**src/hw/flash_host_consts.svh**
```systemverilog
// Constants for the flash command host controller
`ifndef FLASH_HOST_CONSTS_SVH
`define FLASH_HOST_CONSTS_SVH
`define ADDR_W 19
`define UNLOCK_ADDR1 19'h05555
`define UNLOCK_ADDR2 19'h02aaa
`define UNLOCK_DATA1 8'haa
`define UNLOCK_DATA2 8'h55
`define CMD_RESET 8'hf0
`define CMD_IDENT 8'h90
`define CMD_PROGRAM 8'ha0
`define CMD_ERASE_SETUP 8'h80
`define CMD_CHIP_ERASE 8'h10
`define CMD_SECTOR_ERASE 8'h30
`define CMD_SUSPEND 8'hb0
`define CMD_RESUME 8'h30
`define BIT_POLL 7
`define BIT_TOGGLE 6
`define BIT_LIMIT 5
`define BIT_TIMER 3
// Bus phase timing in 8 ns cycles
`define CLK_NS 8
`define SETUP_NS 16
`define PULSE_NS 56
`define HOLD_NS 24
`define ACCESS_NS 160
`define SETUP_CYC ((`SETUP_NS + `CLK_NS - 1) / `CLK_NS)
`define PULSE_CYC ((`PULSE_NS + `CLK_NS - 1) / `CLK_NS)
`define HOLD_CYC ((`HOLD_NS + `CLK_NS - 1) / `CLK_NS)
`define ACCESS_CYC ((`ACCESS_NS + `CLK_NS - 1) / `CLK_NS)
`define CNT_W 8
`endif

```
**src/hw/flash_host_pkg.sv**
```systemverilog
// Types for the flash command host controller
package flash_host_pkg;
	typedef enum logic [3:0] {
		OP_READ = 4'h0,
		OP_RESET = 4'h1,
		OP_IDENT = 4'h2,
		OP_PROGRAM = 4'h3,
		OP_CHIP_ERASE = 4'h4,
		OP_SECTOR_ERASE = 4'h5,
		OP_ADD_SECTOR = 4'h6,
		OP_SUSPEND = 4'h7,
		OP_RESUME = 4'h8,
		OP_POLL = 4'h9,
		OP_SHORT_RESET = 4'ha
	} op_t;
	typedef enum logic [5:0] {
		ST_IDLE = 6'b000001,
		ST_SETUP = 6'b000010,
		ST_PULSE = 6'b000100,
		ST_HOLD = 6'b001000,
		ST_NEXT = 6'b010000,
		ST_DONE = 6'b100000
	} state_t;
endpackage

```
**src/hw/flash_command_sequencer.sv**
```systemverilog
// Host controller issuing flash command sequences and polling status
// What this block does
// - Flash drives data only on CE,OE low
// - Write needs WE low, CE low, OE high
// - Unlock pair then command; ident is 90
// - F0 alone or unlocked returns read mode
// - Program: unlock, A0, then address/data
// - Chip erase: unlock,80,unlock,10
// - Sector erase: unlock,80,unlock,30 at sector
// - B0 suspends sector erase, 30 resumes
`include "flash_host_consts.svh"
module flash_command_sequencer
	import flash_host_pkg::*;
(
	// Clock and reset
	input wire logic clock,
	input wire logic rst,
	// Command request
	input wire logic cmdValid,
	input wire op_t cmdOp,
	input wire logic [`ADDR_W-1:0] cmdAddr,
	input wire logic [7:0] cmdData,
	output logic cmdReady,
	// Result
	output logic resultValid,
	output logic [7:0] resultData,
	output logic opDone,
	output logic opFailed,
	// Flash pins
	output logic chipEnableN,
	output logic outputEnableN,
	output logic writeEnableN,
	output logic [`ADDR_W-1:0] flashAddr,
	output logic [7:0] flashDataOut,
	output logic flashDataOe,
	input wire logic [7:0] flashDataIn
);
	////////////////////////////////////////////////////////////////////
	state_t state_r;
	op_t op_r;
	logic [2:0] step_r;
	logic [2:0] stepCount;
	logic [`ADDR_W-1:0] tgtAddr_r;
	logic [7:0] tgtData_r;
	logic [`ADDR_W-1:0] cycAddr;
	logic [7:0] cycData;
	logic cycWrite;
	logic cycStart_r;
	logic cycBusy;
	logic cycDone;
	logic [7:0] cycRdata;

	// Number of bus cycles per operation
	always_comb begin
		case (op_r)
			OP_PROGRAM: stepCount = 3'd4;
			OP_CHIP_ERASE: stepCount = 3'd6;
			OP_SECTOR_ERASE: stepCount = 3'd6;
			OP_RESET: stepCount = 3'd3;
			OP_IDENT: stepCount = 3'd3;
			default: stepCount = 3'd1;
		endcase
	end

	// Address and data of each step
	always_comb begin
		cycWrite = 1'b1;
		cycAddr = `UNLOCK_ADDR1;
		cycData = `UNLOCK_DATA1;
		case (op_r)
			OP_READ, OP_POLL: begin
				cycWrite = 1'b0;
				cycAddr = tgtAddr_r;
			end
			OP_SHORT_RESET: begin
				cycAddr = tgtAddr_r;
				cycData = `CMD_RESET;
			end
			OP_SUSPEND: begin
				cycAddr = tgtAddr_r;
				cycData = `CMD_SUSPEND;
			end
			OP_RESUME: begin
				cycAddr = tgtAddr_r;
				cycData = `CMD_RESUME;
			end
			OP_ADD_SECTOR: begin
				cycAddr = tgtAddr_r;
				cycData = `CMD_SECTOR_ERASE;
			end
			default: begin
				case (step_r)
					3'd0: begin
						cycAddr = `UNLOCK_ADDR1;
						cycData = `UNLOCK_DATA1;
					end
					3'd3: begin
						if (op_r == OP_PROGRAM) begin
							cycAddr = tgtAddr_r;
							cycData = tgtData_r;
						end else begin
							cycAddr = `UNLOCK_ADDR1;
							cycData = `UNLOCK_DATA1;
						end
					end
					3'd1, 3'd4: begin
						cycAddr = `UNLOCK_ADDR2;
						cycData = `UNLOCK_DATA2;
					end
					3'd2: begin
						cycAddr = `UNLOCK_ADDR1;
						case (op_r)
							OP_RESET: cycData = `CMD_RESET;
							OP_IDENT: cycData = `CMD_IDENT;
							OP_PROGRAM: cycData = `CMD_PROGRAM;
							default: cycData = `CMD_ERASE_SETUP;
						endcase
					end
					default: begin
						if (op_r == OP_CHIP_ERASE) begin
							cycAddr = `UNLOCK_ADDR1;
							cycData = `CMD_CHIP_ERASE;
						end else begin
							cycAddr = tgtAddr_r;
							cycData = `CMD_SECTOR_ERASE;
						end
					end
				endcase
			end
		endcase
	end

	////////////////////////////////////////////////////////////////////
	// Sequence control
	always_ff @(posedge clock) begin
		if (rst) begin
			// flash is in read mode at start
			state_r <= ST_IDLE;
			op_r <= OP_READ;
			step_r <= '0;
			tgtAddr_r <= '0;
			tgtData_r <= '0;
			cycStart_r <= 1'b0;
			cmdReady <= 1'b0;
		end else begin
			cycStart_r <= 1'b0;
			case (state_r)
				ST_IDLE: begin
					cmdReady <= 1'b1;
					if (cmdValid && cmdReady) begin
						cmdReady <= 1'b0;
						op_r <= cmdOp;
						tgtAddr_r <= cmdAddr;
						tgtData_r <= cmdData;
						step_r <= '0;
						state_r <= ST_NEXT;
					end
				end
				ST_NEXT: begin
					// Never start over a cycle still in flight
					if (!cycBusy) begin
						cycStart_r <= 1'b1;
						state_r <= ST_PULSE;
					end
				end
				ST_PULSE: begin
					if (cycDone) begin
						if (step_r == stepCount - 3'd1) begin
							state_r <= ST_IDLE;
						end else begin
							step_r <= step_r + 3'd1;
							state_r <= ST_NEXT;
						end
					end
				end
				default: state_r <= ST_IDLE;
			endcase
		end
	end

	// Result and status decode on reads
	always_ff @(posedge clock) begin
		if (rst) begin
			resultValid <= 1'b0;
			resultData <= '0;
			opDone <= 1'b0;
			opFailed <= 1'b0;
		end else begin
			resultValid <= 1'b0;
			opDone <= 1'b0;
			if (state_r == ST_PULSE && cycDone
				&& step_r == stepCount - 3'd1) begin
				resultValid <= !cycWrite;
				resultData <= cycRdata;
				if (op_r == OP_POLL) begin
					// program done when bit 7 matches
					// erase done when bit 7 is one
					opDone <= cycRdata[`BIT_POLL] == tgtData_r[`BIT_POLL];
					opFailed <= cycRdata[`BIT_LIMIT]
						&& cycRdata[`BIT_POLL] != tgtData_r[`BIT_POLL];
				end
			end
		end
	end

	////////////////////////////////////////////////////////////////////
	flash_bus_cycle flash_bus_cycle_inst (
		.clock(clock),
		.rst(rst),
		.start(cycStart_r),
		.isWrite(cycWrite),
		.addr(cycAddr),
		.wdata(cycData),
		.busy(cycBusy),
		.done(cycDone),
		.rdata(cycRdata),
		.chipEnableN(chipEnableN),
		.outputEnableN(outputEnableN),
		.writeEnableN(writeEnableN),
		.addrOut(flashAddr),
		.dataOut(flashDataOut),
		.dataOe(flashDataOe),
		.dataIn(flashDataIn)
	);
endmodule

```
**src/hw/flash_bus_cycle.sv**
```systemverilog
// One timed bus cycle on the flash pins, read or write
`include "flash_host_consts.svh"
module flash_bus_cycle
	import flash_host_pkg::*;
(
	// Clock and reset
	input wire logic clock,
	input wire logic rst,
	// Cycle request
	input wire logic start,
	input wire logic isWrite,
	input wire logic [`ADDR_W-1:0] addr,
	input wire logic [7:0] wdata,
	output logic busy,
	output logic done,
	output logic [7:0] rdata,
	// Flash pins
	output logic chipEnableN,
	output logic outputEnableN,
	output logic writeEnableN,
	output logic [`ADDR_W-1:0] addrOut,
	output logic [7:0] dataOut,
	output logic dataOe,
	input wire logic [7:0] dataIn
);
	state_t state_r;
	logic [`CNT_W-1:0] cnt_r;
	logic wr_r;

	always_ff @(posedge clock) begin
		if (rst) begin
			state_r <= ST_IDLE;
			cnt_r <= '0;
			wr_r <= 1'b0;
			busy <= 1'b0;
			done <= 1'b0;
			addrOut <= '0;
			dataOut <= '0;
		end else begin
			done <= 1'b0;
			case (state_r)
				ST_IDLE: begin
					if (start) begin
						state_r <= ST_SETUP;
						cnt_r <= `CNT_W'(`SETUP_CYC);
						wr_r <= isWrite;
						busy <= 1'b1;
						addrOut <= addr;
						dataOut <= wdata;
					end
				end
				ST_SETUP: begin
					if (cnt_r == `CNT_W'(1)) begin
						state_r <= ST_PULSE;
						cnt_r <= wr_r ? `CNT_W'(`PULSE_CYC)
							: `CNT_W'(`ACCESS_CYC);
					end else begin
						cnt_r <= cnt_r - `CNT_W'(1);
					end
				end
				ST_PULSE: begin
					if (cnt_r == `CNT_W'(1)) begin
						state_r <= ST_HOLD;
						cnt_r <= `CNT_W'(`HOLD_CYC);
					end else begin
						cnt_r <= cnt_r - `CNT_W'(1);
					end
				end
				ST_HOLD: begin
					if (cnt_r == `CNT_W'(1)) begin
						state_r <= ST_IDLE;
						busy <= 1'b0;
						done <= 1'b1;
					end else begin
						cnt_r <= cnt_r - `CNT_W'(1);
					end
				end
				default: begin
					state_r <= ST_IDLE;
					busy <= 1'b0;
				end
			endcase
		end
	end

	// Strobes: CE across setup+pulse, WE or OE in pulse only
	always_ff @(posedge clock) begin
		if (rst) begin
			chipEnableN <= 1'b1;
			outputEnableN <= 1'b1;
			writeEnableN <= 1'b1;
			dataOe <= 1'b0;
		end else begin
			// addr before WE fall, data held past WE rise
			chipEnableN <= !(state_r == ST_SETUP || state_r == ST_PULSE);
			// OE high whenever WE is low
			writeEnableN <= !(state_r == ST_PULSE && wr_r);
			outputEnableN <= !(state_r == ST_PULSE && !wr_r);
			// host drives bus only on writes
			dataOe <= wr_r && (state_r == ST_SETUP || state_r == ST_PULSE
				|| state_r == ST_HOLD);
		end
	end

	// Sample read data at end of access
	always_ff @(posedge clock) begin
		if (rst) begin
			rdata <= '0;
		end else if (state_r == ST_PULSE && !wr_r && cnt_r == `CNT_W'(1)) begin
			rdata <= dataIn;
		end
	end
endmodule

```
**config.mk**
```make
export PLATFORM = sky130hd
export DESIGN_NAME = flash_command_sequencer
export DESIGN_NICKNAME = d
export VERILOG_FILES = /design/src/hw/flash_host_pkg.sv /design/src/hw/flash_command_sequencer.sv /design/src/hw/flash_bus_cycle.sv
export VERILOG_INCLUDE_DIRS = /design/src /design/src/hw
export SDC_FILE = /design/constraint.sdc
export NUM_CORES = 1
export LEC_CHECK = 0
export ABC_AREA = 1
export CAP_MARGIN = 20
export CORE_MARGIN = 10
export CORE_UTILIZATION = 44
export DETAILED_ROUTE_END_ITERATION = 10
export DONT_BUFFER_PORTS = 1
export HOLD_SLACK_MARGIN = 0.08
export PLACE_DENSITY_LB_ADDON = 0.12
export SETUP_SLACK_MARGIN = 0.3
export SLEW_MARGIN = 20
export SYNTH_ARGS = -nofsm -noshare
export SYNTH_HDL_FRONTEND = slang
export SYNTH_SLANG_ARGS = --single-unit
```
**constraint.sdc**
```tcl
create_clock -name clock -period 2.1 [get_ports clock]
set_input_delay 0.42 -clock clock [delete_from_list [all_inputs] [get_ports clock]]
set_output_delay 0.42 -clock clock [all_outputs]
set_load 0.03 [all_outputs]
```
==> summary.md <==
| Metric | Value |
|---|---|
| Status | `complete, no violations` |
| Layout Area Growth over Synthesis | `18.7%` |
| I/O pins | `85` |
| Root buf cell | `clkbuf_8` |
| Detail Placement HPWL | `9130 µm` |
| Via-per-instance ratio | `5.24` |
| Drt pass-1 iters | `4` |
| Post-synth top area share | `0.426` |
| Die Span Y | `~130 µm` |
| Max Slew Vio Count | `0` |
| Worst-Skew Late Latency | `about 0.38 ns` |
| Leading area contributor after synthesis | `dfxtp_1` |
| Arr. time, crit path | `2.23 ns` |
| Number of setup violations in the final report | `0` |
| Clock Tree Buf Depth | `2` |
| Final hold violations | `0` |
| Area after DPL | `0.00507 mm²` |
| Sequential fraction of the synthesis area | `0.426` |
| P_int | `around 0.0042 W` |
| CP Launch Type | `flip-flop` |
| EDFF count, synth | `0` |
| Hold_sp | `rst` |
| Synthesized cell area | `approximately 0.0049 mm²` |
| WL/cell | `15.9 µm` |
| Skew final | `0.00670 ns` |
| Final Instance Area | `0.00580 mm²` |
| Hold_ws | `0.0996 ns` |
| Fmax | `524 MHz` |
| Most frequent cell after synthesis | `nand2_1` |
| R2R cell count | `12` |
| CTS Buf Count | `9` |
| Hold Crit Depth | `1` |
| Clock Pin Slew Worst Setup and Hold Paths | `0.10 ns` |
| Synthesis Warnings | `0` |
| Nets | `742` |
| Synth async-reset ratio | `0` |
| Critical path class | `reg -> reg` |
| Clk pwr share | `0.191` |
| First-pass GRT wire length | `21,100 µm` |
| Share of layout cells above drive strength 1 | `0.230` |
| Clk sinks | `104` |
| Core Area | `0.0108 mm²` |
| Mapped Nets | `709` |
| Total track usage | `0.161` |
| Leak pwr | `2.34 nW` |
| Initial Util | `0.451` |
| Pwr/cell area | `1180 mW/mm²` |
| Critical Path Sink Type | `flip-flop` |
| Largest net degree at the start of global routing | `41` |
| Reg-to-reg startpoint | `op_r[1]$_SDFFE_PP0P_` |
| CP required | `2.42 ns` |
| Count of cell types in the netlist | `43` |
| Post-DRT Antenna Nets | `0` |
| Drt first-iter violations | `315` |
| Ant. Diodes | `0` |
| Final period util | `0.910` |
| Htree depth | `3` |
| Crit-path max FO | `6` |
| Vias in the first global route | `between 4,000 and 5,000` |
| GR Overflow Total | `0` |
| Setup slack after placement | `-0.00969 ns` |
| Dominant synthesized flop cell | `dfxtp_1` |
| Worst-Margin Slew | `0.538 ns` |
| Rel. slew slack | `0.640` |
| Antenna violations before repair | `0` |
| Worst min path class | `in -> reg` |
| Sw frac | `0.392` |
| Sw power | `0.00269 W` |
| Reg power frac | `0.365` |
| Cells after Synth | `659` |
| Avg Inst Size Synth | `about 7.4 µm²` |
| Register-to-register setup slack | `between 0.15 and 0.2 ns` |
| Worst hold endpoint | `flash_bus_cycle_inst.dataOut[4]$_SDFFE_PP0P_` |
| CTS tree | `yes` |
| Full die area | `0.0157 mm²` |
| FP Rows | `38` |
| Fillers | `1,047` |
| Gpl congestion | `0.860` |
| FF-to-FF End | `resultData[5]$_SDFFE_PP0N_` |
| Via count | `between 4,000 and 5,000` |
| # Max-Cap Violations | `0` |
| Peak supply drop | `0.554 mV` |
| Synth top area cells | `dfxtp_1, nand2_1, o21ai_0, nor2_1, a21oi_1` |
| Gate power share | `0.445` |
| Unrepaired setup endpoints after global routing | `yes` |
| Fin crit period | `approximately 1.9 ns` |
| FF+latch count, synth | `between 100 and 150` |
| Synth top cells by count | `nand2_1, dfxtp_1, nor2_1` |
| Die Width | `125 µm` |
| Final setup margin | `0.190 ns` |
| Drt total wl | `about 13,000 µm` |
| DRC | `0` |
| Port Buffers | `0` |
-- metrics by stage --
stage	std cells	power, W	setup TNS, ns	util
after global placement	787	0.00452	0	0.467
after global routing	837	0.00729	0	0.535
after detailed placement	787	0.00455	-0.0207	0.467
final	837	0.00685	0	0.535
after CTS	816	0.00634	0	0.506
after floorplan	659	0.00417	0	-
-- power groups by stage --
stage	clock [W]	combinational (W)	sequential [W]
4_1_cts	0.00135	0.00250	0.00250
6_report	0.00131	0.00305	0.00250
2_1_floorplan	0	0.00169	0.00248
3_5_place_dp	0	0.00202	0.00253
5_1_grt	0.00142	0.00335	0.00253
3_3_place_gp	0	0.00199	0.00253
-- placed cells by master (no fill, tap or decap), drive strengths merged --
master       Yosys  final
nand3b           2      3
o31ai            1      1
buf             14     48
clkbuf          15     11
nand4            9      9
or2              1      1
nor2           114    114
o2111ai          2      2
o311a            1      1
o21ai           79     79
a31oi            3      3
nand3           42     42
nand2          127    127
bufinv           0      1
and2             1      1
nor3            26     26
clkinvlp         0      1
xnor2            2      2
dlygate4sd3      0      2
xor2             2      2
nor4             1      1
a21oi           50     50
clkinv           1      3
o22ai            1      1
o21bai           1      1
ha               8      8
inv             52     53
dfxtp          104    104
-- registers in the layout, indices dropped and copies added, names as in the netlist, 3 cells and up --
register and count:
resultData 8, flash_bus_cycle_inst.rdata 8, flash_bus_cycle_inst.addrOut 19, flash_bus_cycle_inst.state_r 4
tgtAddr_r 19, state_r 3, op_r 4, step_r 3
flash_bus_cycle_inst.dataOut 8, tgtData_r 8, flash_bus_cycle_inst.cnt_r 8
-- cell type report --
cell class                 instances  area [µm²]  share of cell area
inverter                          53         221              0.0382
clock inverter                     5        63.8              0.0110
tap                              140         175              0.0302
multi-input combinational        474        2650               0.458
timing repair buffer              50         439              0.0757
sequential                       104        2100               0.363
clock buffer                      11         141              0.0244
-- cell families (layout without fill, tap and decap cells) --
kind of cell,count (synthesis),count (layout),share of synthesized area
flip-flops,104,104,0.426
AO/OA/AOI/OAI,138,138,0.154
buffers and inverters,82,119,0.0761
AND/OR/NAND/NOR,323,324,0.316
adder cells (fa/ha/maj),8,8,0.0205
XOR/XNOR,4,4,0.00717
-- critical path, stage by stage (launching register included) --
cell,delay [ns]
dfxtp_4,0.40
inv_6,0.05
nand2_4,0.05
nand3_2,0.08
and2_4,0.15
ha_4,0.29
xor2_4,0.17
nand3_4,0.09
nor2_4,0.13
buf_12,0.14
buf_6,0.09
nand3_1,0.08
a21oi_2,0.12
-- worst max-delay path by stage --
stage	slack (ns)	startpoint	end	depth (start not counted)
2_1_floorplan	0.25	op_r[2]$_SDFFE_PP0P_	opFailed$_SDFFE_PP0P_	11
3_3_place_gp	0.06	op_r[2]$_SDFFE_PP0P_	resultData[3]$_SDFFE_PP0N_	10
3_5_place_dp	-0.01	op_r[2]$_SDFFE_PP0P_	resultData[5]$_SDFFE_PP0N_	10
4_1_cts	0.23	op_r[1]$_SDFFE_PP0P_	resultData[2]$_SDFFE_PP0N_	12
5_1_grt	0.09	op_r[1]$_SDFFE_PP0P_	resultData[3]$_SDFFE_PP0N_	12
6_report	0.19	op_r[1]$_SDFFE_PP0P_	resultData[5]$_SDFFE_PP0N_	12
-- per-layer routing --
metal,track usage,part of all wire,vias up,routed length (µm)
li1,-,-,2241,-
met1,0.193,0.44,2022,5830
met2,0.257,0.47,104,6280
met3,0.0579,0.071,20,942
met4,0.0644,0.021,0,283
met5,0,0,-,0
-- repair_timing --
action	CTS	global route
setup endpoints to repair	27	50
pin swaps	9	22
gates resized for setup	23	40
hold endpoints to repair	4	3
gates cloned	0	1
setup buffers	12	19
hold buffers	1	1
Power figures use the tool's default switching activity.
